<file path="config.mk">
export PLATFORM = sky130hd
export DESIGN_NAME = ppct_timer
export DESIGN_NICKNAME = d
export VERILOG_FILES = /design/src/common/ppct_pkg.sv /design/src/verilog/ppct_input_filter.sv /design/src/verilog/ppct_timer.sv
export SDC_FILE = /design/constraint.sdc
export NUM_CORES = 1
export LEC_CHECK = 0
export BUFFER_PORTS_ARGS = -buffer_cell sky130_fd_sc_hd__buf_4
export CORE_MARGIN = 10
export CORE_UTILIZATION = 53
export CTS_CLUSTER_DIAMETER = 150
export DETAILED_ROUTE_END_ITERATION = 16
export PLACE_DENSITY = 0.72
export SYNTH_ARGS = -nofsm -noshare
export SYNTH_HDL_FRONTEND = slang
export SYNTH_SLANG_ARGS = --single-unit
export TNS_END_PERCENT = 5
</file>
<file path="constraint.sdc">
create_clock -name core_clk -period 3 [get_ports core_clk]
set_input_delay 0.9 -clock core_clk [delete_from_list [all_inputs] [get_ports core_clk]]
set_output_delay 0.9 -clock core_clk [all_outputs]
set_load 0.05 [all_outputs]
</file>
<file path="src/common/ppct_pkg.sv">
// Constants, register map and state types for the period capture timer.
// Assumes a single 100 MHz core clock and a plain strobe register port.
`default_nettype none
package ppct_pkg;
   localparam int ADDR_W = 4;
   localparam int DATA_W = 16;
   localparam int CNT_W  = 16;
   localparam int PRE_W  = 5;
   localparam int EXT_N  = 3;
   localparam int FILT_LEN = 3;

   // register offsets
   localparam logic [ADDR_W-1:0] OFS_CLKEN = 4'h0;
   localparam logic [ADDR_W-1:0] OFS_CTRL  = 4'h1;
   localparam logic [ADDR_W-1:0] OFS_MODE  = 4'h2;
   localparam logic [ADDR_W-1:0] OFS_IOCTL = 4'h3;
   localparam logic [ADDR_W-1:0] OFS_CNT   = 4'h4;
   localparam logic [ADDR_W-1:0] OFS_IRQF  = 4'h5;
   localparam logic [ADDR_W-1:0] OFS_IRQM  = 4'h6;

   // bit positions
   localparam int CLKEN_BIT   = 0;
   localparam int CR_START    = 0;
   localparam int CR_STATUS   = 1;
   localparam int CR_STOP     = 2;
   localparam int CR_EDGEF    = 4;
   localparam int CR_UNDF     = 5;
   localparam int IRQ_BIT     = 6;
   localparam int MR_MODE_LSB = 0;
   localparam int MR_SRC_LSB  = 4;
   localparam int IO_EDGSEL   = 0;
   localparam int IO_FILT_LSB = 4;

   // field codes
   localparam logic [2:0] MODE_PERIOD = 3'h4;
   localparam logic [2:0] SRC_CLK  = 3'h0;
   localparam logic [2:0] SRC_DIV8 = 3'h1;
   localparam logic [2:0] SRC_DIV2 = 3'h3;
   localparam logic [2:0] SRC_LOW  = 3'h4;
   localparam logic [2:0] SRC_EVT  = 3'h5;
   localparam logic [2:0] SRC_SUB  = 3'h6;
   localparam logic [1:0] FLT_NONE  = 2'h0;
   localparam logic [1:0] FLT_CLK   = 2'h1;
   localparam logic [1:0] FLT_DIV8  = 2'h2;
   localparam logic [1:0] FLT_DIV32 = 2'h3;
   localparam int EXT_LOW = 0;
   localparam int EXT_SUB = 1;
   localparam int EXT_EVT = 2;

   // prescaler taps: tick when masked bits are all ones
   localparam logic [PRE_W-1:0] DIV2_MASK  = 5'h01;
   localparam logic [PRE_W-1:0] DIV8_MASK  = 5'h07;
   localparam logic [PRE_W-1:0] DIV32_MASK = 5'h1F;

   // reset values and write masks
   localparam logic [CNT_W-1:0] CNT_RST  = 16'hFFFF;
   localparam logic [CNT_W-1:0] CNT_ZERO = 16'h0000;
   localparam logic [CNT_W-1:0] CNT_ONE  = 16'h0001;
   localparam logic [7:0] MODE_RST   = 8'h00;
   localparam logic [7:0] MODE_WMASK = 8'h7F;
   localparam logic [7:0] IOCTL_RST   = 8'h00;
   localparam logic [7:0] IOCTL_WMASK = 8'hF5;
   localparam logic MASK_RST = 1'b1;

   typedef enum logic [1:0] {
      CAP_IDLE,
      CAP_ARMED,
      CAP_RELOAD
   } ppct_cap_t;
endpackage
`default_nettype wire

</file>
<file path="src/verilog/ppct_input_filter.sv">
// Capture pin conditioner: synchroniser plus three-sample digital filter.
// Assumes the prescaler count comes from the same core clock domain.
`default_nettype none
module ppct_input_filter
   import ppct_pkg::*;
(
   // clock and reset
   input  wire logic             core_clk,
   input  wire logic             resetn,
   input  wire logic             holdClear,
   // pin and settings
   input  wire logic             pinIn,
   input  wire logic [1:0]       filterSel,
   input  wire logic [PRE_W-1:0] preCount,
   // conditioned level
   output logic                  level
);
   logic                sync1_q;
   logic                sync2_q;
   logic                sync3_q;
   logic                stable_q;
   logic [FILT_LEN-1:0] samp_q;
   logic                level_q;
   logic                strobe;

   assign level = level_q;

   always_ff @(posedge core_clk or negedge resetn) begin
      if (!resetn) begin
         sync1_q <= 1'b0;
         sync2_q <= 1'b0;
         sync3_q <= 1'b0;
      end else begin
         sync1_q <= pinIn;
         sync2_q <= sync1_q;
         sync3_q <= sync2_q;
      end
   end

   // a change counts only once the last two stages agree
   always_ff @(posedge core_clk or negedge resetn) begin
      if (!resetn) begin
         stable_q <= 1'b0;
      end else if (sync2_q == sync3_q) begin
         stable_q <= sync3_q;
      end
   end

   always_comb begin
      case (filterSel)
         FLT_CLK:  strobe = 1'b1;
         FLT_DIV8: strobe = (preCount & DIV8_MASK) == DIV8_MASK;
         default:  strobe = (preCount & DIV32_MASK) == DIV32_MASK;
      endcase
   end

   // filtered level moves only after three equal samples, or at once when the filter is off
   always_ff @(posedge core_clk or negedge resetn) begin
      if (!resetn) begin
         samp_q  <= '0;
         level_q <= 1'b0;
      end else if (holdClear) begin
         samp_q  <= '0;
         level_q <= 1'b0;
      end else if (filterSel == FLT_NONE) begin
         samp_q  <= {FILT_LEN{stable_q}};
         level_q <= stable_q;
      end else if (strobe) begin
         samp_q <= {samp_q[FILT_LEN-2:0], stable_q};
         if (&samp_q) begin
            level_q <= 1'b1;
         end else if (~|samp_q) begin
            level_q <= 1'b0;
         end
      end
   end
endmodule
`default_nettype wire

</file>
<file path="src/verilog/ppct_timer.sv">
// Period capture timer channel: down counter, capture and reload,
// edge and underflow flags, interrupt request and mask, supply gate.
// Assumes a strobe register port and asynchronous count-source pins.
`default_nettype none
module ppct_timer
   import ppct_pkg::*;
(
   // clock and reset
   input  wire logic              core_clk,
   input  wire logic              resetn,
   // register port
   input  wire logic [ADDR_W-1:0] regAddr,
   input  wire logic [DATA_W-1:0] regWrData,
   input  wire logic              regWrEn,
   input  wire logic              regRdEn,
   output logic       [DATA_W-1:0] regRdData,
   // pins and external count sources
   input  wire logic              captureInputPin,
   input  wire logic              lowSpeedOsc,
   input  wire logic              subsystemClk,
   input  wire logic              eventLinkIn,
   // interrupt to the controller
   output logic                   timerInterrupt
);
   logic              clkEn_q;
   logic              startBit_q;
   logic              edgeFlag_q;
   logic              underFlag_q;
   logic [7:0]        modeReg_q;
   logic [7:0]        ioReg_q;
   logic [CNT_W-1:0]  cnt_q;
   logic [CNT_W-1:0]  reload_q;
   logic [CNT_W-1:0]  rdBuf_q;
   logic              bufHeld_q;
   logic              irqFlag_q;
   logic              maskBit_q;
   logic              timerInterrupt_q;
   logic [DATA_W-1:0] rdData_q;
   logic [PRE_W-1:0]  pre_q;
   logic              prevLvl_q;
   ppct_cap_t         capState_q;
   logic [EXT_N-1:0]  extRaw;
   logic [EXT_N-1:0]  ext1_q;
   logic [EXT_N-1:0]  ext2_q;
   logic [EXT_N-1:0]  ext3_q;
   logic [EXT_N-1:0]  extLvl_q;
   logic [EXT_N-1:0]  extRise_q;

   logic              timerRst;
   logic              timerWr;
   logic              ctrlWr;
   logic              cntWr;
   logic              stopReq;
   logic              running;
   logic              srcTick;
   logic              cntTick;
   logic              filtLvl;
   logic              edgeHit;
   logic              edgeSet;
   logic              undSet;
   logic              bufRead;
   logic [2:0]        srcSel;
   logic [2:0]        modeSel;
   logic [7:0]        ctrlRd;
   logic [DATA_W-1:0] rdData_d;

   assign regRdData      = rdData_q;
   assign timerInterrupt = timerInterrupt_q;

   ////////////////////////////////////////////////////////////////////////
   // decode and qualifiers

   assign timerRst = !clkEn_q;
   assign timerWr  = regWrEn && clkEn_q;
   assign ctrlWr   = timerWr && (regAddr == OFS_CTRL);
   assign cntWr    = timerWr && (regAddr == OFS_CNT);
   assign stopReq  = ctrlWr && regWrData[CR_STOP];
   assign bufRead  = regRdEn && clkEn_q && (regAddr == OFS_CNT);
   assign srcSel   = modeReg_q[MR_SRC_LSB +: 3];
   assign modeSel  = modeReg_q[MR_MODE_LSB +: 3];
   // other and prohibited mode codes leave the counter idle
   assign running  = clkEn_q && startBit_q
                     && (modeSel == MODE_PERIOD);
   assign cntTick  = running && srcTick;
   assign edgeSet  = cntTick && (capState_q == CAP_RELOAD);
   assign undSet   = cntTick && (capState_q != CAP_RELOAD)
                     && (cnt_q == CNT_ZERO);
   assign extRaw   = {eventLinkIn, subsystemClk, lowSpeedOsc};

   ////////////////////////////////////////////////////////////////////////
   // external count sources, each synchronised on the core clock

   genvar gi;
   generate
      for (gi = 0; gi < EXT_N; gi++) begin : g_ext
         always_ff @(posedge core_clk or negedge resetn) begin
            if (!resetn) begin
               ext1_q[gi]    <= 1'b0;
               ext2_q[gi]    <= 1'b0;
               ext3_q[gi]    <= 1'b0;
               extLvl_q[gi]  <= 1'b0;
               extRise_q[gi] <= 1'b0;
            end else begin
               ext1_q[gi] <= extRaw[gi];
               ext2_q[gi] <= ext1_q[gi];
               ext3_q[gi] <= ext2_q[gi];
               if (ext2_q[gi] == ext3_q[gi]) begin
                  extLvl_q[gi] <= ext3_q[gi];
               end
               extRise_q[gi] <= (ext2_q[gi] == ext3_q[gi])
                                && ext3_q[gi] && !extLvl_q[gi];
            end
         end
      end
   endgenerate

   ////////////////////////////////////////////////////////////////////////
   // prescaler and count-source select

   // free running so the divided ticks keep a steady phase
   always_ff @(posedge core_clk or negedge resetn) begin
      if (!resetn) begin
         pre_q <= '0;
      end else if (timerRst) begin
         pre_q <= '0;
      end else begin
         pre_q <= pre_q + 5'h01;
      end
   end

   always_comb begin
      case (srcSel)
         SRC_CLK:  srcTick = 1'b1;
         SRC_DIV8: srcTick = (pre_q & DIV8_MASK) == DIV8_MASK;
         SRC_DIV2: srcTick = (pre_q & DIV2_MASK) == DIV2_MASK;
         SRC_LOW:  srcTick = extRise_q[EXT_LOW];
         SRC_EVT:  srcTick = extRise_q[EXT_EVT];
         SRC_SUB:  srcTick = extRise_q[EXT_SUB];
         default:  srcTick = 1'b0;
      endcase
   end

   ////////////////////////////////////////////////////////////////////////
   // capture pin and active edge

   ppct_input_filter u_filter (
      .core_clk  (core_clk),
      .resetn    (resetn),
      .holdClear (timerRst),
      .pinIn     (captureInputPin),
      .filterSel (ioReg_q[IO_FILT_LSB +: 2]),
      .preCount  (pre_q),
      .level     (filtLvl)
   );

   always_ff @(posedge core_clk or negedge resetn) begin
      if (!resetn) begin
         prevLvl_q <= 1'b0;
      end else begin
         prevLvl_q <= filtLvl;
      end
   end

   // 0 picks rising edges, 1 falling edges
   assign edgeHit = ioReg_q[IO_EDGSEL] ? (prevLvl_q && !filtLvl)
                                       : (!prevLvl_q && filtLvl);

   ////////////////////////////////////////////////////////////////////////
   // capture sequence: edge, capture tick, reload tick

   always_ff @(posedge core_clk or negedge resetn) begin
      if (!resetn) begin
         capState_q <= CAP_IDLE;
      end else if (timerRst || stopReq || !running) begin
         capState_q <= CAP_IDLE;
      end else begin
         case (capState_q)
            CAP_IDLE: begin
               if (edgeHit) begin
                  capState_q <= CAP_ARMED;
               end
            end
            CAP_ARMED: begin
               if (cntTick) begin
                  capState_q <= CAP_RELOAD;
               end
            end
            default: begin
               if (cntTick) begin
                  capState_q <= CAP_IDLE;
               end
            end
         endcase
      end
   end

   // unread capture is kept; a later edge cannot overwrite it
   always_ff @(posedge core_clk or negedge resetn) begin
      if (!resetn) begin
         rdBuf_q   <= CNT_RST;
         bufHeld_q <= 1'b0;
      end else if (timerRst) begin
         rdBuf_q   <= CNT_RST;
         bufHeld_q <= 1'b0;
      end else if (capState_q == CAP_ARMED && cntTick
                   && !bufHeld_q) begin
         rdBuf_q   <= cnt_q;
         bufHeld_q <= 1'b1;
      end else if (bufRead) begin
         bufHeld_q <= 1'b0;
      end
   end

   ////////////////////////////////////////////////////////////////////////
   // counter and reload value

   always_ff @(posedge core_clk or negedge resetn) begin
      if (!resetn) begin
         reload_q <= CNT_RST;
      end else if (timerRst) begin
         reload_q <= CNT_RST;
      end else if (cntWr) begin
         reload_q <= regWrData[CNT_W-1:0];
      end
   end

   always_ff @(posedge core_clk or negedge resetn) begin
      if (!resetn) begin
         cnt_q <= CNT_RST;
      end else if (timerRst) begin
         cnt_q <= CNT_RST;
      end else if (stopReq) begin
         cnt_q <= reload_q;
      end else if (cntWr && !running) begin
         cnt_q <= regWrData[CNT_W-1:0];
      end else if (cntTick) begin
         if (edgeSet) begin
            cnt_q <= reload_q;
         end else if (cnt_q == CNT_ZERO) begin
            cnt_q <= reload_q;
         end else begin
            cnt_q <= cnt_q - CNT_ONE;
         end
      end
   end

   ////////////////////////////////////////////////////////////////////////
   // control register: start bit and event flags

   always_ff @(posedge core_clk or negedge resetn) begin
      if (!resetn) begin
         startBit_q <= 1'b0;
      end else if (timerRst) begin
         startBit_q <= 1'b0;
      end else if (ctrlWr) begin
         // forced stop overrides a start in the same write
         startBit_q <= regWrData[CR_START]
                       && !regWrData[CR_STOP];
      end
   end

   // a hardware set wins over a software clear in the same cycle
   always_ff @(posedge core_clk or negedge resetn) begin
      if (!resetn) begin
         edgeFlag_q  <= 1'b0;
         underFlag_q <= 1'b0;
      end else if (timerRst) begin
         edgeFlag_q  <= 1'b0;
         underFlag_q <= 1'b0;
      end else begin
         edgeFlag_q  <= edgeSet
                        || (edgeFlag_q
                            && !(ctrlWr && !regWrData[CR_EDGEF]));
         underFlag_q <= undSet
                        || (underFlag_q
                            && !(ctrlWr && !regWrData[CR_UNDF]));
      end
   end

   ////////////////////////////////////////////////////////////////////////
   // supply gate, mode and i/o control

   always_ff @(posedge core_clk or negedge resetn) begin
      if (!resetn) begin
         clkEn_q <= 1'b0;
      end else if (regWrEn && regAddr == OFS_CLKEN) begin
         clkEn_q <= regWrData[CLKEN_BIT];
      end
   end

   always_ff @(posedge core_clk or negedge resetn) begin
      if (!resetn) begin
         modeReg_q <= MODE_RST;
         ioReg_q   <= IOCTL_RST;
      end else if (timerRst) begin
         modeReg_q <= MODE_RST;
         ioReg_q   <= IOCTL_RST;
      end else if (timerWr && regAddr == OFS_MODE) begin
         modeReg_q <= regWrData[7:0] & MODE_WMASK;
      end else if (timerWr && regAddr == OFS_IOCTL) begin
         ioReg_q <= regWrData[7:0] & IOCTL_WMASK;
      end
   end

   ////////////////////////////////////////////////////////////////////////
   // interrupt request flag, mask and output

   // flag and mask sit outside the timer, so the supply gate spares them
   always_ff @(posedge core_clk or negedge resetn) begin
      if (!resetn) begin
         irqFlag_q <= 1'b0;
      end else if (edgeSet || undSet) begin
         irqFlag_q <= 1'b1;
      end else if (regWrEn && regAddr == OFS_IRQF) begin
         irqFlag_q <= regWrData[IRQ_BIT];
      end
   end

   always_ff @(posedge core_clk or negedge resetn) begin
      if (!resetn) begin
         maskBit_q <= MASK_RST;
      end else if (regWrEn && regAddr == OFS_IRQM) begin
         maskBit_q <= regWrData[IRQ_BIT];
      end
   end

   always_ff @(posedge core_clk or negedge resetn) begin
      if (!resetn) begin
         timerInterrupt_q <= 1'b0;
      end else begin
         timerInterrupt_q <= irqFlag_q && !maskBit_q;
      end
   end

   ////////////////////////////////////////////////////////////////////////
   // read path

   always_comb begin
      ctrlRd            = '0;
      ctrlRd[CR_START]  = startBit_q;
      ctrlRd[CR_STATUS] = running;
      ctrlRd[CR_EDGEF]  = edgeFlag_q;
      ctrlRd[CR_UNDF]   = underFlag_q;
      if (regAddr == OFS_CLKEN) begin
         rdData_d = DATA_W'(clkEn_q);
      end else if (regAddr == OFS_CTRL) begin
         rdData_d = DATA_W'(ctrlRd);
      end else if (regAddr == OFS_MODE) begin
         rdData_d = DATA_W'(modeReg_q);
      end else if (regAddr == OFS_IOCTL) begin
         rdData_d = DATA_W'(ioReg_q);
      end else if (regAddr == OFS_CNT) begin
         rdData_d = DATA_W'(rdBuf_q);
      end else if (regAddr == OFS_IRQF) begin
         rdData_d = DATA_W'({irqFlag_q, 6'h00});
      end else if (regAddr == OFS_IRQM) begin
         rdData_d = DATA_W'({maskBit_q, 6'h00});
      end else begin
         rdData_d = '0;
      end
   end

   // data valid only in the cycle after the read strobe
   always_ff @(posedge core_clk or negedge resetn) begin
      if (!resetn) begin
         rdData_q <= '0;
      end else if (regRdEn) begin
         rdData_q <= rdData_d;
      end else begin
         rdData_q <= '0;
      end
   end

   ////////////////////////////////////////////////////////////////////////
   // assertions

   a_count_dec:
   assert property (@(posedge core_clk) disable iff (!resetn)
      (cntTick && !edgeSet && cnt_q != CNT_ZERO && !stopReq)
      |=> cnt_q == $past(cnt_q) - CNT_ONE)
      else $error("counter did not step down on tick");

   a_capture_val:
   assert property (@(posedge core_clk) disable iff (!resetn)
      (capState_q == CAP_ARMED && cntTick && !bufHeld_q)
      |=> rdBuf_q == $past(cnt_q)
          && (capState_q == CAP_RELOAD || !running))
      else $error("capture value or sequence wrong");

   a_reload_cnt:
   assert property (@(posedge core_clk) disable iff (!resetn)
      (edgeSet && !stopReq) |=> cnt_q == $past(reload_q))
      else $error("counter not reloaded after capture");

   a_edge_flag:
   assert property (@(posedge core_clk) disable iff (!resetn)
      edgeSet |=> edgeFlag_q && irqFlag_q)
      else $error("edge flag or request missing");

   a_buf_hold:
   assert property (@(posedge core_clk) disable iff (!resetn)
      (bufHeld_q && clkEn_q) |=> $stable(rdBuf_q))
      else $error("unread capture overwritten");

   a_underflow:
   assert property (@(posedge core_clk) disable iff (!resetn)
      undSet |=> underFlag_q && irqFlag_q && cnt_q == $past(reload_q))
      else $error("underflow not flagged or reloaded");

   a_supply_hold:
   assert property (@(posedge core_clk) disable iff (!resetn)
      !clkEn_q |=> !startBit_q && cnt_q == CNT_RST
                   && capState_q == CAP_IDLE)
      else $error("timer not held while supply is off");

   a_start_bit:
   assert property (@(posedge core_clk) disable iff (!resetn)
      ctrlWr |=> startBit_q
         == $past(regWrData[CR_START] && !regWrData[CR_STOP]))
      else $error("start bit not taken from write");

   a_irq_out:
   assert property (@(posedge core_clk) disable iff (!resetn)
      1'b1 |=> timerInterrupt_q == $past(irqFlag_q && !maskBit_q))
      else $error("interrupt output disagrees with flag and mask");

   a_flag_clear:
   assert property (@(posedge core_clk) disable iff (!resetn)
      (ctrlWr && !regWrData[CR_EDGEF] && !edgeSet) |=> !edgeFlag_q)
      else $error("edge flag not cleared by write of 0");
endmodule
`default_nettype wire

</file>
---- Yosys cells after proc, flatten, opt, wreduce, memory -nomap -nowiden ----
Cells that the tools add are included.
operators by class
  $add $sub $neg .......................... 2
  eq/ne operators ......................... 35
  mux-type cells .......................... 49
  reductions and logical operators ........ 65
operator list
  cell                                                count
  two-way mux 16 bit                                  16
  two-way mux 8 bit                                   5
  logical AND 1 bit                                   34
  zero test 16 bit                                    1
  subtractor 16 x 1 -> 16 bit, second input constant  1
  == test 3 bit, second input constant                5
  two-way mux 1 bit                                   15
  zero test 1 bit                                     14
  two-way mux 7 bit                                   2
  == test 4 x 3 -> 1 bit, second input constant       3
  != test 2 x 1 -> 1 bit, second input constant       5
  two-way mux 3 bit                                   3
  == test 4 x 2 -> 1 bit, second input constant       2
  two-way mux 2 bit                                   4
  != test 3 x 1 -> 1 bit, second input constant       2
  != test 3 bit, second input constant                2
  one-hot mux 1 bit (6 select lines)                  1
  AND reduction 3 bit                                 2
  adder 5 x 1 -> 5 bit, second input constant         1
  == test 5 bit, second input constant                1
  logical OR 1 bit                                    5
  two-way mux 5 bit                                   1
  == test 1 bit                                       4
  == test 2 x 1 -> 1 bit, second input constant       2
  other kinds (16)                                    20
word-level totals
  register bits after elaboration ......... 119
  input port bits ......................... 28
  output and inout port bits .............. 17
  word-level logic and storage cells ...... 189

---- Longest topological paths before layout ----
Gate-level depths: netlist of the first run.
  word-level depth ........................ 9
  depth in mapped cells ................... 10
  gate-level depth less buffers ........... 8

---- By module ----
Synthesis of the first run repeated with hierarchy kept, for this count alone.
unflattened totals
  cells, all modules ...................... 585
  area, all modules ....................... 5,746.8 um2
by module, submodules not included
  module             times used  cells each  area each (um2)  seq. area each (um2)
  ppct_timer         1           547         5,307.6          2,763.9
  ppct_input_filter  1           38          439.2            200.2

---- Worst setup path after synthesis of the first run ----
OpenSTA, ideal clock, no wires.
  kind .................................... input to register
  start point ............................. input regAddr[1]
  end point ............................... register cnt_q[11]
  setup time .............................. 84 ps
  arrival time ............................ 2,617 ps
  required time ........................... 2,916 ps
  setup slack ............................. 299 ps
  stages on the path ...................... 9
  path buffers ............................ 3
  cells stage by stage .................... or3b_1 -> or2_1 -> buf_6 -> nand2b_4 -> buf_6 -> a211o_4 -> buf_6 -> a22oi_1 -> a21oi_1
on the way
  longest elaborated chain between the ends .. 6
  elaborated cells between the ends (all ways) .. 10
  those cells by class .................... 3 x eq/ne; 3 x mux; 4 x reduce/logical
RTL lines
  what                    line               RTL
  from (decl)             ppct_timer.sv:12   input wire logic [ADDR_W-1:0] regAddr,
  == test 4 x 3 -> 1 bit  ppct_timer.sv:76   assign cntWr = timerWr && (regAddr == OFS_CNT);
  logical AND 1 bit       ppct_timer.sv:76
  logical AND 1 bit       ppct_timer.sv:234  end else if (cntWr && !running) begin
  two-way mux 16 bit      ppct_timer.sv:234
  two-way mux 16 bit      ppct_timer.sv:232  end else if (stopReq) begin
  two-way mux 16 bit      ppct_timer.sv:230  end else if (timerRst) begin
  to (signal assigned)    ppct_timer.sv:233  cnt_q <= reload_q;
  to (signal assigned)    ppct_timer.sv:235  cnt_q <= regWrData[CNT_W-1:0];
  to (signal assigned)    ppct_timer.sv:238  cnt_q <= reload_q;
  to (decl)               ppct_timer.sv:31   logic [CNT_W-1:0] cnt_q;
Several ways; a longest one is shown, not always the timed one.
A chain may end at the register's enable or synchronous reset.

---- Worst setup path in the final report of the first run ----
  start point ............................. register modeReg_q[1]
  end point ............................... register rdBuf_q[10]
on the way
  longest elaborated chain between the ends .. 6
RTL lines
  what                                     line               RTL
  from (decl)                              ppct_timer.sv:29   logic [7:0] modeReg_q;
  from (signal assigned)                   ppct_timer.sv:299  modeReg_q <= regWrData[7:0] & MODE_WMASK;
  == test 3 bit                            ppct_timer.sv:83   && (modeSel == MODE_PERIOD);
  logical AND 1 bit                        ppct_timer.sv:83
  logical AND 1 bit                        ppct_timer.sv:84   assign cntTick = running && srcTick;
  logical AND 1 bit                        ppct_timer.sv:205  end else if (capState_q == CAP_ARMED && cntTick
  logical AND 1 bit                        ppct_timer.sv:206  && !bufHeld_q) begin
  != test 2 x 1 -> 1 bit (no source line)  --
  to (signal assigned)                     ppct_timer.sv:207  rdBuf_q <= cnt_q;
  to (decl)                                ppct_timer.sv:33   logic [CNT_W-1:0] rdBuf_q;
No other way between the ends.

==> metrics.md, run 1 <==
| Metric | Value |
|---|---|
| CTS Sinks | 116 |
| P_sw | 0.9782 mW |
| DR WL met2 | 6429 um |
| R2r startpoint | modeReg_q[1] |
| Cell area after synthesis | 0.005644 sq mm |
| Worst skew pair latency | about 0.53 ns |
| Die ar. | 0.01518 sq mm |
| Post-CTS Hold Buffers | 0 |
| Fmax | ~0.4 GHz |
| Placer Congestion | approximately 0.9 |
| Tcrit/Tclk final | 83.58% |
| FF+latch count, synth | 116 |
| P per Cell Area | just over 600 mW/mm^2 |
| CP peak stage delay | 0.74 ns |
| Mapped Cells | between 500 and 600 |
| DRC Markers | 0 |
| DR WL met3 | 1299 um |
| Post-synth top flop | dfrtp_1 |
| Final WS setup | 0.4926 ns |
| Reg2Reg Depth | 7 |
| Die Span Y | 123.2 um |
| Horiz. Die Dim | between 100 and 150 um |
| FFs w/ async S/R, synth | 100.0% |
| WHS | ~0.35 ns |
| CTS tree | done |
| Cts repair resizes | 0 |
| Total CTS buffers | 17 |
| Core Area | between 0.01 and 0.015 sq mm |
| GR Overflow Total | 0 |
| Row cnt | 37 |
| Placed cell areas | slightly above 0.006 sq mm |
| Cell variety after synth | 66 |
| Worst Tran Pin Value | 0.5827 ns |
| Clock transition at path regs | roughly 0.060 ns |
| Largest net degree at the start of global routing | 53 |
| Worst Skew | 0.008895 ns |
| Port-buffer cells | 44 |
| Via-to-Cell Ratio | 5.877 |
| Max_slew headroom | 61.11% |
| Sequential-to-total area share from yosys stat | 52.52% |
| Minimum clock period | 2.507 ns |
| CP required | 3.46 ns |
| Yosys top cell area share | 29.71% |
| Mean post-synth cell area | 9.954 sq um |
| Synth-to-Final Area Change | 20.59% |
| Share of layout cells above drive strength 1 | 25.20% |
| Initial DRC Count | 437 |
| Startpoint types | flip-flop |
| Root buf cell | clkbuf_8 |
| 1st-pass router iterations | 5 |
| Placed insts | between 700 and 800 |
| Cell family with most CP delay | simple AND/OR/NAND/NOR gates |
| Number of diodes | 0 |
| Drt wl/cell | ~19 um |
| Vias post-DR | 4555 |
| Unrepaired setup endpoints after global routing | no |
| Routed Antenna Nets | 0 |
| Worst-path fanout max | 17 |
| Synth Warn # | 0 |
| Leak | 3.135 nW |
| R2R Setup Slk | 0.49 ns |
| Post-Layout Inst Area | 0.006807 sq mm |
| Slew Limit Fails | 0 |
| WP data arrival | 2.97 ns |
| DRT met1 WL | 6477 um |
| Vias in the first global route | 4582 |
| Outcome | finished, final reports clean |
| Hold WC Path Type | in -> async |
| Deepest clock path buffer count | 2 |
| Worst setup EP type | flip-flop |
| Postcts setup bufs | 0 |
| Final cell count without fillers | 775 |
| Tot Pwr | 4.109 mW |
| Cell-internal power | approximately 3.1 mW |
| Crit-path cells | or4b_1 > a31o_2 > buf_4 > nor3b_4 > buf_4 > nor3_1 > a21oi_1 |
| Sw Ratio | 23.81% |
| I/O pin cnt | 45 |
| Reg2reg end | rdBuf_q[10] |
| Clock share of power | 50.3% |
| Largest cells by area after synthesis | dfrtp_1 30%, dfstp_2 23%, nor2_1 4.0%, a21oi_1 3.5%, nand2_1 2.9% |
| Top Layer Used | met4 |
| Starting Density | 54.43% |
| H-tree depth | 4 |
| Setup-failing EPs final | 0 |
| Most Frequent Cell on Critical Path | buf_4 |
| Maximum VDD drop | 385.6 uV |
| Initial antenna violation count | 0 |
| CP max stage cell | or4b_1 |
| Final Hold Vio Count | 0 |
| Nets@finish | roughly 670 |
| Util after Layout | 65.64% |
| Wire length of the first global-routing pass | ~24000 um |
| GRT Util Overall | 20.40% |
| Logic pwr share | under 10% |
| Sequential share of power | 41.0% |
| Setup TNS | 0 ns |
| Routed wire length | 14520 um |
| CP Buf/Inv Count | 2 |
| Post-synth EDFFs | 0 |
| Max-cap violations | 0 |
| Yosys top cell by area | dfrtp_1 |
| Dpl ws | 0.1959 ns |
| Top cell types by occurrence after synthesis | 67 x dfrtp_1, 60 x nor2_1, 49 x dfstp_2, 43 x nand2_1, 40 x a21oi_1 |
| Syn_nets | ~610 |
| Hpwl dp | 10330 um |
| Cell with the most instances after synthesis | dfrtp_1 |
| CP Class | reg -> reg |
==> cell families after synthesis <==
group / Yosys count / share of synthesized area (%)
and+or+nand+nor: 209 / 18.87
adders and majority gates: 12 / 2.616
buffers and inverters: 63 / 4.722
AOI/OAI and AO/OA: 137 / 16.07
muxes: 18 / 3.348
DFF: 116 / 52.52
xor gates and xnor gates: 12 / 1.862
==> layer usage <==
| layer | vias up | track usage [%] |
|---|---|---|
| li1 | 2133 | - |
| met1 | 2205 | 27.43 |
| met2 | 191 | 29.13 |
| met3 | 26 | 7.293 |
| met4 | 0 | 8.734 |
| met5 | - | 0 |
==> area by class of cell <==
| cell class | instances | area (sq um) |
|---|---|---|
| sequential | 116 | 2964 |
| clock buffer | 24 | 490.5 |
| clock inverter | 8 | 121.4 |
| fill | 835 | 3563 |
| inverter | 37 | 138.9 |
| tap | 136 | 170.2 |
| multi-input combinational | 388 | 2414 |
| timing repair buffer | 66 | 508.0 |
==> cells in the final DEF (no fill, tap or decap), types with 3 or more instances in the layout <==
| master | instances |
|---|---|
| a21o_1 | 3 |
| nor3_1 | 30 |
| xnor2_1 | 10 |
| nor2_1 | 60 |
| clkinv_2 | 3 |
| a41oi_1 | 3 |
| nor2b_1 | 10 |
| nand3_1 | 11 |
| nand4_1 | 3 |
| o31ai_1 | 4 |
| dfstp_2 | 49 |
| o31a_1 | 5 |
| or3_1 | 6 |
| mux2i_1 | 11 |
| nand2b_1 | 6 |
| inv_1 | 37 |
| nand2_1 | 43 |
| mux2_2 | 7 |
| a211o_1 | 5 |
| bufinv_16 | 3 |
| and3_1 | 8 |
| dfrtp_1 | 67 |
| a21oi_1 | 40 |
| clkbuf_16 | 16 |
| o21ai_1 | 3 |
| clkbuf_8 | 6 |
| and3b_1 | 3 |
| buf_4 | 65 |
| and2_1 | 11 |
| ha_1 | 11 |
| a22oi_1 | 7 |
| o21ai_0 | 18 |
| a31oi_1 | 24 |
==> worst max-delay path by stage <==
stage                       startpoint          end  slack, ns  depth (start not counted)
after floorplan             regAddr[1]    cnt_q[11]       0.30                          9
after global placement      regAddr[1]     cnt_q[3]       0.21                          7
after detailed placement    regAddr[0]    cnt_q[10]       0.20                          8
after CTS                 modeReg_q[1]  rdBuf_q[12]       0.51                          7
after global routing      modeReg_q[1]  rdBuf_q[15]       0.37                          7
final                     modeReg_q[1]  rdBuf_q[10]       0.49                          7
==> power groups by stage <==
stage	Sequential, mW	Combinational, mW	Clock [mW]
2_1_floorplan	1.72	0.181	0
3_3_place_gp	1.70	0.357	0
3_5_place_dp	1.71	0.362	0
4_1_cts	1.68	0.363	2.09
5_1_grt	1.69	0.399	2.19
6_report	1.68	0.361	2.07
==> state kept, by name (all words and copies together), names as in the netlist, 3 cells and up <==
register,cells
extRise_q,3
extLvl_q,3
modeReg_q,7
ext2_q,3
rdBuf_q,16
ext3_q,3
ext1_q,3
ioReg_q,6
cnt_q,16
pre_q,5
regRdData,16
u_filter.samp_q,3
reload_q,16
Note: power is estimated with default switching activity, not from simulation.
==> run 2: changes to the inputs <==
PLACE_DENSITY = 0.75   (was 0.72)
clock period = 2.1 ns   (was 3 ns; I/O delays follow)
==> run 2 against run 1 <==
- the run now ends with setup timing left
- count of clock-buffer cells in the layout down 5
- total power up 44%
- register-to-register slack worse by 0.65 ns
- maximum frequency up 11%
- worst setup slack worse by 0.65 ns
- critical path type unchanged
- largest power group unchanged
==> metrics.md, run 2 (synthesis results as in run 1) <==
| Metric | Value |
|---|---|
| Outcome | complete, but fails checks |
| Failing checks | setup timing |
| Worst skew pair latency | 0.53 ns |
| I/O pin cnt | 45 |
| Routed wire length | 16720 um |
| Reg2reg end | cnt_q[1] |
| Unrepaired setup endpoints after global routing | yes |
| Startpoint types | flip-flop |
| DRC Markers | 0 |
| Drt wl/cell | 20.12 um |
| Hpwl dp | roughly 12000 um |
| Nets@finish | 721 |
| CTS Sinks | 116 |
| Worst setup EP type | flip-flop |
| Share of layout cells above drive strength 1 | 34.53% |
| R2r startpoint | pre_q[1] |
| Placer Congestion | 1.004 |
| Port-buffer cells | 44 |
| 1st-pass router iterations | 5 |
| Max_slew headroom | 66.82% |
| Tot Pwr | 5.910 mW |
| GRT Util Overall | 22.08% |
| Fmax | 0.4439 GHz |
| Setup TNS | -1.323 ns |
| Slew Limit Fails | 0 |
| CP required | 2.57 ns |
| Initial DRC Count | approximately 520 |
| Final WS setup | -0.1528 ns |
| Most frequent cells in the layout | 113 x buf_4, 67 x dfrtp_1, 60 x nor2_1, 49 x dfstp_2, 42 x nand2_1 |
| Core Area | 0.01037 sq mm |
| Minimum clock period | 2.253 ns |
| P per Cell Area | 798.4 mW/mm^2 |
| Reg2Reg Depth | 10 |
| Synth-to-Final Area Change | 31.15% |
| WP data arrival | between 2 and 3 ns |
| Initial antenna violation count | 0 |
| Maximum VDD drop | 1102 uV |
| Wire length of the first global-routing pass | between 20000 and 30000 um |
| Vias in the first global route | roughly 4900 |
| Total CTS buffers | 17 |
| R2R Setup Slk | -0.15 ns |
| Final Hold Vio Count | 0 |
| Tcrit/Tclk final | 107.3% |
| Worst-path fanout max | 8 |
| Root buf cell | clkbuf_8 |
| Starting Density | 54.43% |
| Row cnt | 37 |
| Largest net degree at the start of global routing | 36 |
| Commonest non-fill, non-tap cell in the layout | buf_4 |
| Die Span Y | 123.2 um |
| Setup-failing EPs final | 16 |
| Horiz. Die Dim | 123.2 um |
| Die ar. | roughly 0.015 sq mm |
| Number of diodes | 0 |
| Deepest clock path buffer count | 2 |
| Hold WC Path Type | in -> async |
| Clock transition at path regs | 0.06 ns |
| Via-to-Cell Ratio | 5.886 |
| GR Overflow Total | 0 |
| Critical path startpoint | pre_q[1] |
| CP Class | reg -> reg |
| Routed Antenna Nets | 0 |
| CTS tree | done |
| Leak | 3.428 nW |
| H-tree depth | 4 |
| Worst Skew | 0.006318 ns |
| Max-cap violations | 0 |
| Vias post-DR | 4891 |
| Worst Tran Pin Value | 0.4972 ns |
run 2: cell types whose count changed in the layout (fill, tap and decap cells not counted), sizes merged:
cell / before / now
clkbuf: 24 / 19
clkinv: 4 / 3
buf: 66 / 122
inv: 37 / 41
clkinvlp: 1 / 4
bufinv: 3 / 2
run 2: worst max-delay path, cell delays in order (launching register included):
cell and delay (ns):
dfrtp_1 0.40, ha_4 0.16, ha_4 0.12, nor2b_1 0.04, o31a_1 0.28, buf_6 0.14, a311oi_4 0.40, a211o_4 0.23
buf_6 0.13, o2bb2ai_2 0.09, o221a_2 0.19
run 2: report_power, final:
part	switching, mW	internal, mW
combinational	0.389	0.236
sequential	0.0714	2.34
clock	1.11	1.77
run 2: final cells by class:
type | count | area (sq um)
Fill cell | 792 | 2968
Sequential cell | 116 | 2964
Clock inverter | 13 | 147.6
Inverter | 37 | 138.9
Tap cell | 136 | 170.2
Multi-Input combinational cell | 388 | 2546
Clock buffer | 19 | 441.7
Timing Repair Buffer | 122 | 993.5
run 2: worst max path at each step:
| stage | end | slack, ns | cells after the start |
|---|---|---|---|
| 3_3_place_gp | cnt_q[3] | -0.34 | 7 |
| 5_1_grt | cnt_q[10] | -0.24 | 10 |
| 6_report | cnt_q[1] | -0.15 | 10 |
| 3_5_place_dp | cnt_q[7] | -0.37 | 7 |
| 4_1_cts | cnt_q[1] | -0.13 | 10 |
| 2_1_floorplan | cnt_q[3] | -0.28 | 8 |
run 2: metal layers:
layer	part of all wire (%)	global-route usage, %
met5	0	0
met4	1.5	6.114
met3	7.6	6.837
met2	47	34.22
met1	44	29.36
run 2: what timing repair did:
item,CTS,global route
pin swaps,10,7
hold buffers,0,0
gates resized for setup,12,17
buffers inserted,2,1
setup endpoints to repair,32,32
endpoints found under the hold margin,0,0
run 2: per-stage QoR:
step | instances | setup slack [ns] | util [%] | hold slack [ns] | area, sq um
finish | 831 | -0.1528 | 71.38 | 0.07009 | 7402
global route | 831 | -0.2355 | 71.38 | 0.08963 | 7402
CTS | 830 | -0.1264 | 70.50 | 0.07410 | 7311
detailed placement | 796 | -0.3673 | 64.13 | 0.3347 | 6650
global placement | 796 | -0.3371 | 64.13 | 0.3324 | 6650
floorplan | 567 | -0.2838 | - | 0.3312 | 5652
==> run 3: changes to the inputs <==
SYNTH_HIERARCHICAL = 1   (was unset)
==> run 3 against run 2 <==
- the flow still finishes with violations (setup timing)
- first-iteration DRC count grew 9.8%
- global-route usage is 0.11 points lower
- wire length down 3.2%
==> metrics.md, run 3 <==
| Metric | Value |
|---|---|
| Outcome | complete, but fails checks |
| Failing checks | setup timing |
| Vias in the first global route | 5186 |
| Leak | between 3 and 4 nW |
| FFs w/ async S/R, synth | 100.0% |
| CTS tree | done |
| 1st-pass router iterations | 7 |
| Yosys top cell area share | 29.17% |
| CP Class | reg -> reg |
| Maximum VDD drop | 525.1 uV |
| Synth-to-Final Area Change | 30.98% |
| Starting Density | a little over half |
| Tot Pwr | 6.546 mW |
| Worst Skew | 0.007181 ns |
| Deepest clock path buffer count | 2 |
| I/O pin cnt | 45 |
| Die ar. | 0.01541 sq mm |
| Final cell count without fillers | 838 |
| CP required | approximately 2.6 ns |
| Placer Congestion | 0.9290 |
| Synth Warn # | 6 |
| Placed insts | 798 |
| Max_slew headroom | around three fifths |
| Max-cap violations | 0 |
| WP data arrival | 2.60 ns |
| Worst Tran Pin Value | 0.5891 ns |
| Initial antenna violation count | 0 |
| Placed cell areas | 0.006644 sq mm |
| Nets@finish | 727 |
| CTS Sinks | 116 |
| GRT Util Overall | 21.97% |
| Die Span Y | 124.1 um |
| Root buf cell | clkbuf_8 |
| Hpwl dp | 11080 um |
| Setup-failing EPs final | 11 |
| Tcrit/Tclk final | 102.4% |
| Slew Limit Fails | 0 |
| Most frequent cells in the layout | 101 x buf_4, 67 x dfrtp_1, 63 x nor2_1, 49 x dfstp_2, 48 x nand2_1 |
| Routed Antenna Nets | 0 |
| Post-synth top flop | dfrtp_1 |
| Hold WC Path Type | in -> reg |
| Post-synth EDFFs | 0 |
| Routed wire length | roughly 16000 um |
| Util after Layout | 71.94% |
| Worst-path fanout max | 5 |
| Sequential-to-total area share from yosys stat | between 50% and 60% |
| Fmax | 0.4650 GHz |
| Top cell types by occurrence after synthesis | 69 x nor2_1, 67 x dfrtp_1, 51 x a31oi_1, 49 x dfstp_2, 48 x nand2_1 |
| Drt wl/cell | between 15 and 20 um |
| Vias post-DR | 4998 |
| Startpoint types | flip-flop |
| Largest cells by area after synthesis | dfrtp_1 29%, dfstp_2 22%, a31oi_1 5.6%, nor2_1 4.5%, nand2_1 3.1% |
| Cell with the most instances after synthesis | nor2_1 |
| GR Overflow Total | 0 |
| H-tree depth | 4 |
| Final WS setup | -0.05059 ns |
| Clock transition at path regs | 0.06 ns |
| Syn_nets | 623 |
| Cell area after synthesis | 0.005747 sq mm |
| Minimum clock period | approximately 2.2 ns |
| Wire length of the first global-routing pass | 26540 um |
| Largest net degree at the start of global routing | 43 |
| Worst setup EP type | flip-flop |
| Post-Layout Inst Area | around 0.0075 sq mm |
| Commonest non-fill, non-tap cell in the layout | buf_4 |
| Share of layout cells above drive strength 1 | 33.48% |
| Final Hold Vio Count | 0 |
| DRC Markers | 0 |
| Port-buffer cells | 44 |
| Initial DRC Count | 570 |
| Cell variety after synth | 67 |
| Number of diodes | 0 |
| Total CTS buffers | 17 |
| Mean post-synth cell area | around 9.8 sq um |
| FF+latch count, synth | 116 |
| P per Cell Area | 869.7 mW/mm^2 |
| Via-to-Cell Ratio | slightly below 6 |
| Worst skew pair latency | 0.52 ns |
| Row cnt | 37 |
| Horiz. Die Dim | 124.1 um |
| Core Area | roughly 0.010 sq mm |
| Yosys top cell by area | dfrtp_1 |
| Mapped Cells | 585 |
| Unrepaired setup endpoints after global routing | yes |
## run 3: cell types whose count changed after synthesis, moves of 6 or more
cell	delta
a21oi_1	-25
a31oi_1	+27
and2_1	-8
and3_1	-7
nor2_1	+9
nor3_1	-8
nor4_1	+8
o211ai_1	+7
o21ai_0	+7
xnor2_1	-6
xor2_1	+7
## run 3: metal layers
metal	vias to the layer above	GRT usage, %	wire [um]
li1	2300	-	-
met1	2423	29.64	7063
met2	245	33.83	7436
met3	30	5.430	1389
met4	0	7.554	289
met5	-	0	0
## run 3: critical path, cell delays in order (launching register included)
cell and delay, ns:
dfrtp_1 0.39, ha_2 0.21, ha_4 0.17, nor2b_4 0.13
o31ai_4 0.09, buf_6 0.14, o311ai_4 0.32, and3_4 0.26
buf_6 0.11, o211ai_1 0.11, a31oi_2 0.15
## run 3: worst paths after layout
check                            startpoint            endpoint  slack (ns)  cells past startpoint
max reg2reg                        pre_q[1]            cnt_q[5]       -0.05                     10
max                                pre_q[1]            cnt_q[5]       -0.05                     10
min                             lowSpeedOsc           ext1_q[0]        0.21                      1
min reg2reg                u_filter/sync1_q    u_filter/sync2_q        0.34                      0
min in group asynchronous            resetn  u_filter/samp_q[0]        0.54                      2
max in group asynchronous            resetn          rdBuf_q[7]        0.94                      3
## run 3: repair_timing
action                                  in CTS  in global routing
pin swaps                                   21                  4
resized for setup                           24                 12
hold buffers                                 1                  0
endpoints found under the setup margin      33                 32
setup buffers                                5                  0
endpoints found under the hold margin       16                  0
gates cloned                                 2                  0
## run 3: where the power goes
part           switching [mW]  internal (mW)
clock                    1.04           1.84
sequential              0.175           2.45
combinational           0.614          0.426
## run 3: kinds of logic (layout without fill, tap and decap cells)
group	after synthesis	count (layout)	share of synthesized area, %
and+or+nand+nor	217	217	19.53
AOI/OAI and AO/OA	140	140	16.42
DFF	116	116	51.58
buffers and inverters	72	189	5.247
muxes	16	16	2.896
xor gates and xnor gates	13	13	1.981
adders and majority gates	11	11	2.351
## run 3: metrics by stage
stage	TNS (ns)	setup slack (ns)	hold slack (ns)
2_1_floorplan	-9.034	-0.3509	0.3312
3_3_place_gp	-7.212	-0.3578	0.3342
3_5_place_dp	-9.398	-0.4377	0.3358
4_1_cts	-0.003890	-0.003890	0.1936
5_1_grt	-2.316	-0.1424	0.1984
6_report	-0.2217	-0.05059	0.2144
## run 3: area by class of cell
type                            instances  area, sq um
Sequential cell                       116         2964
Fill cell                             756         2935
Multi-Input combinational cell        397         2655
Timing Repair Buffer                  115        991.0
Clock buffer                           20        435.4
Tap cell                              136        170.2
Inverter                               42        157.7
Clock inverter                         12        153.9
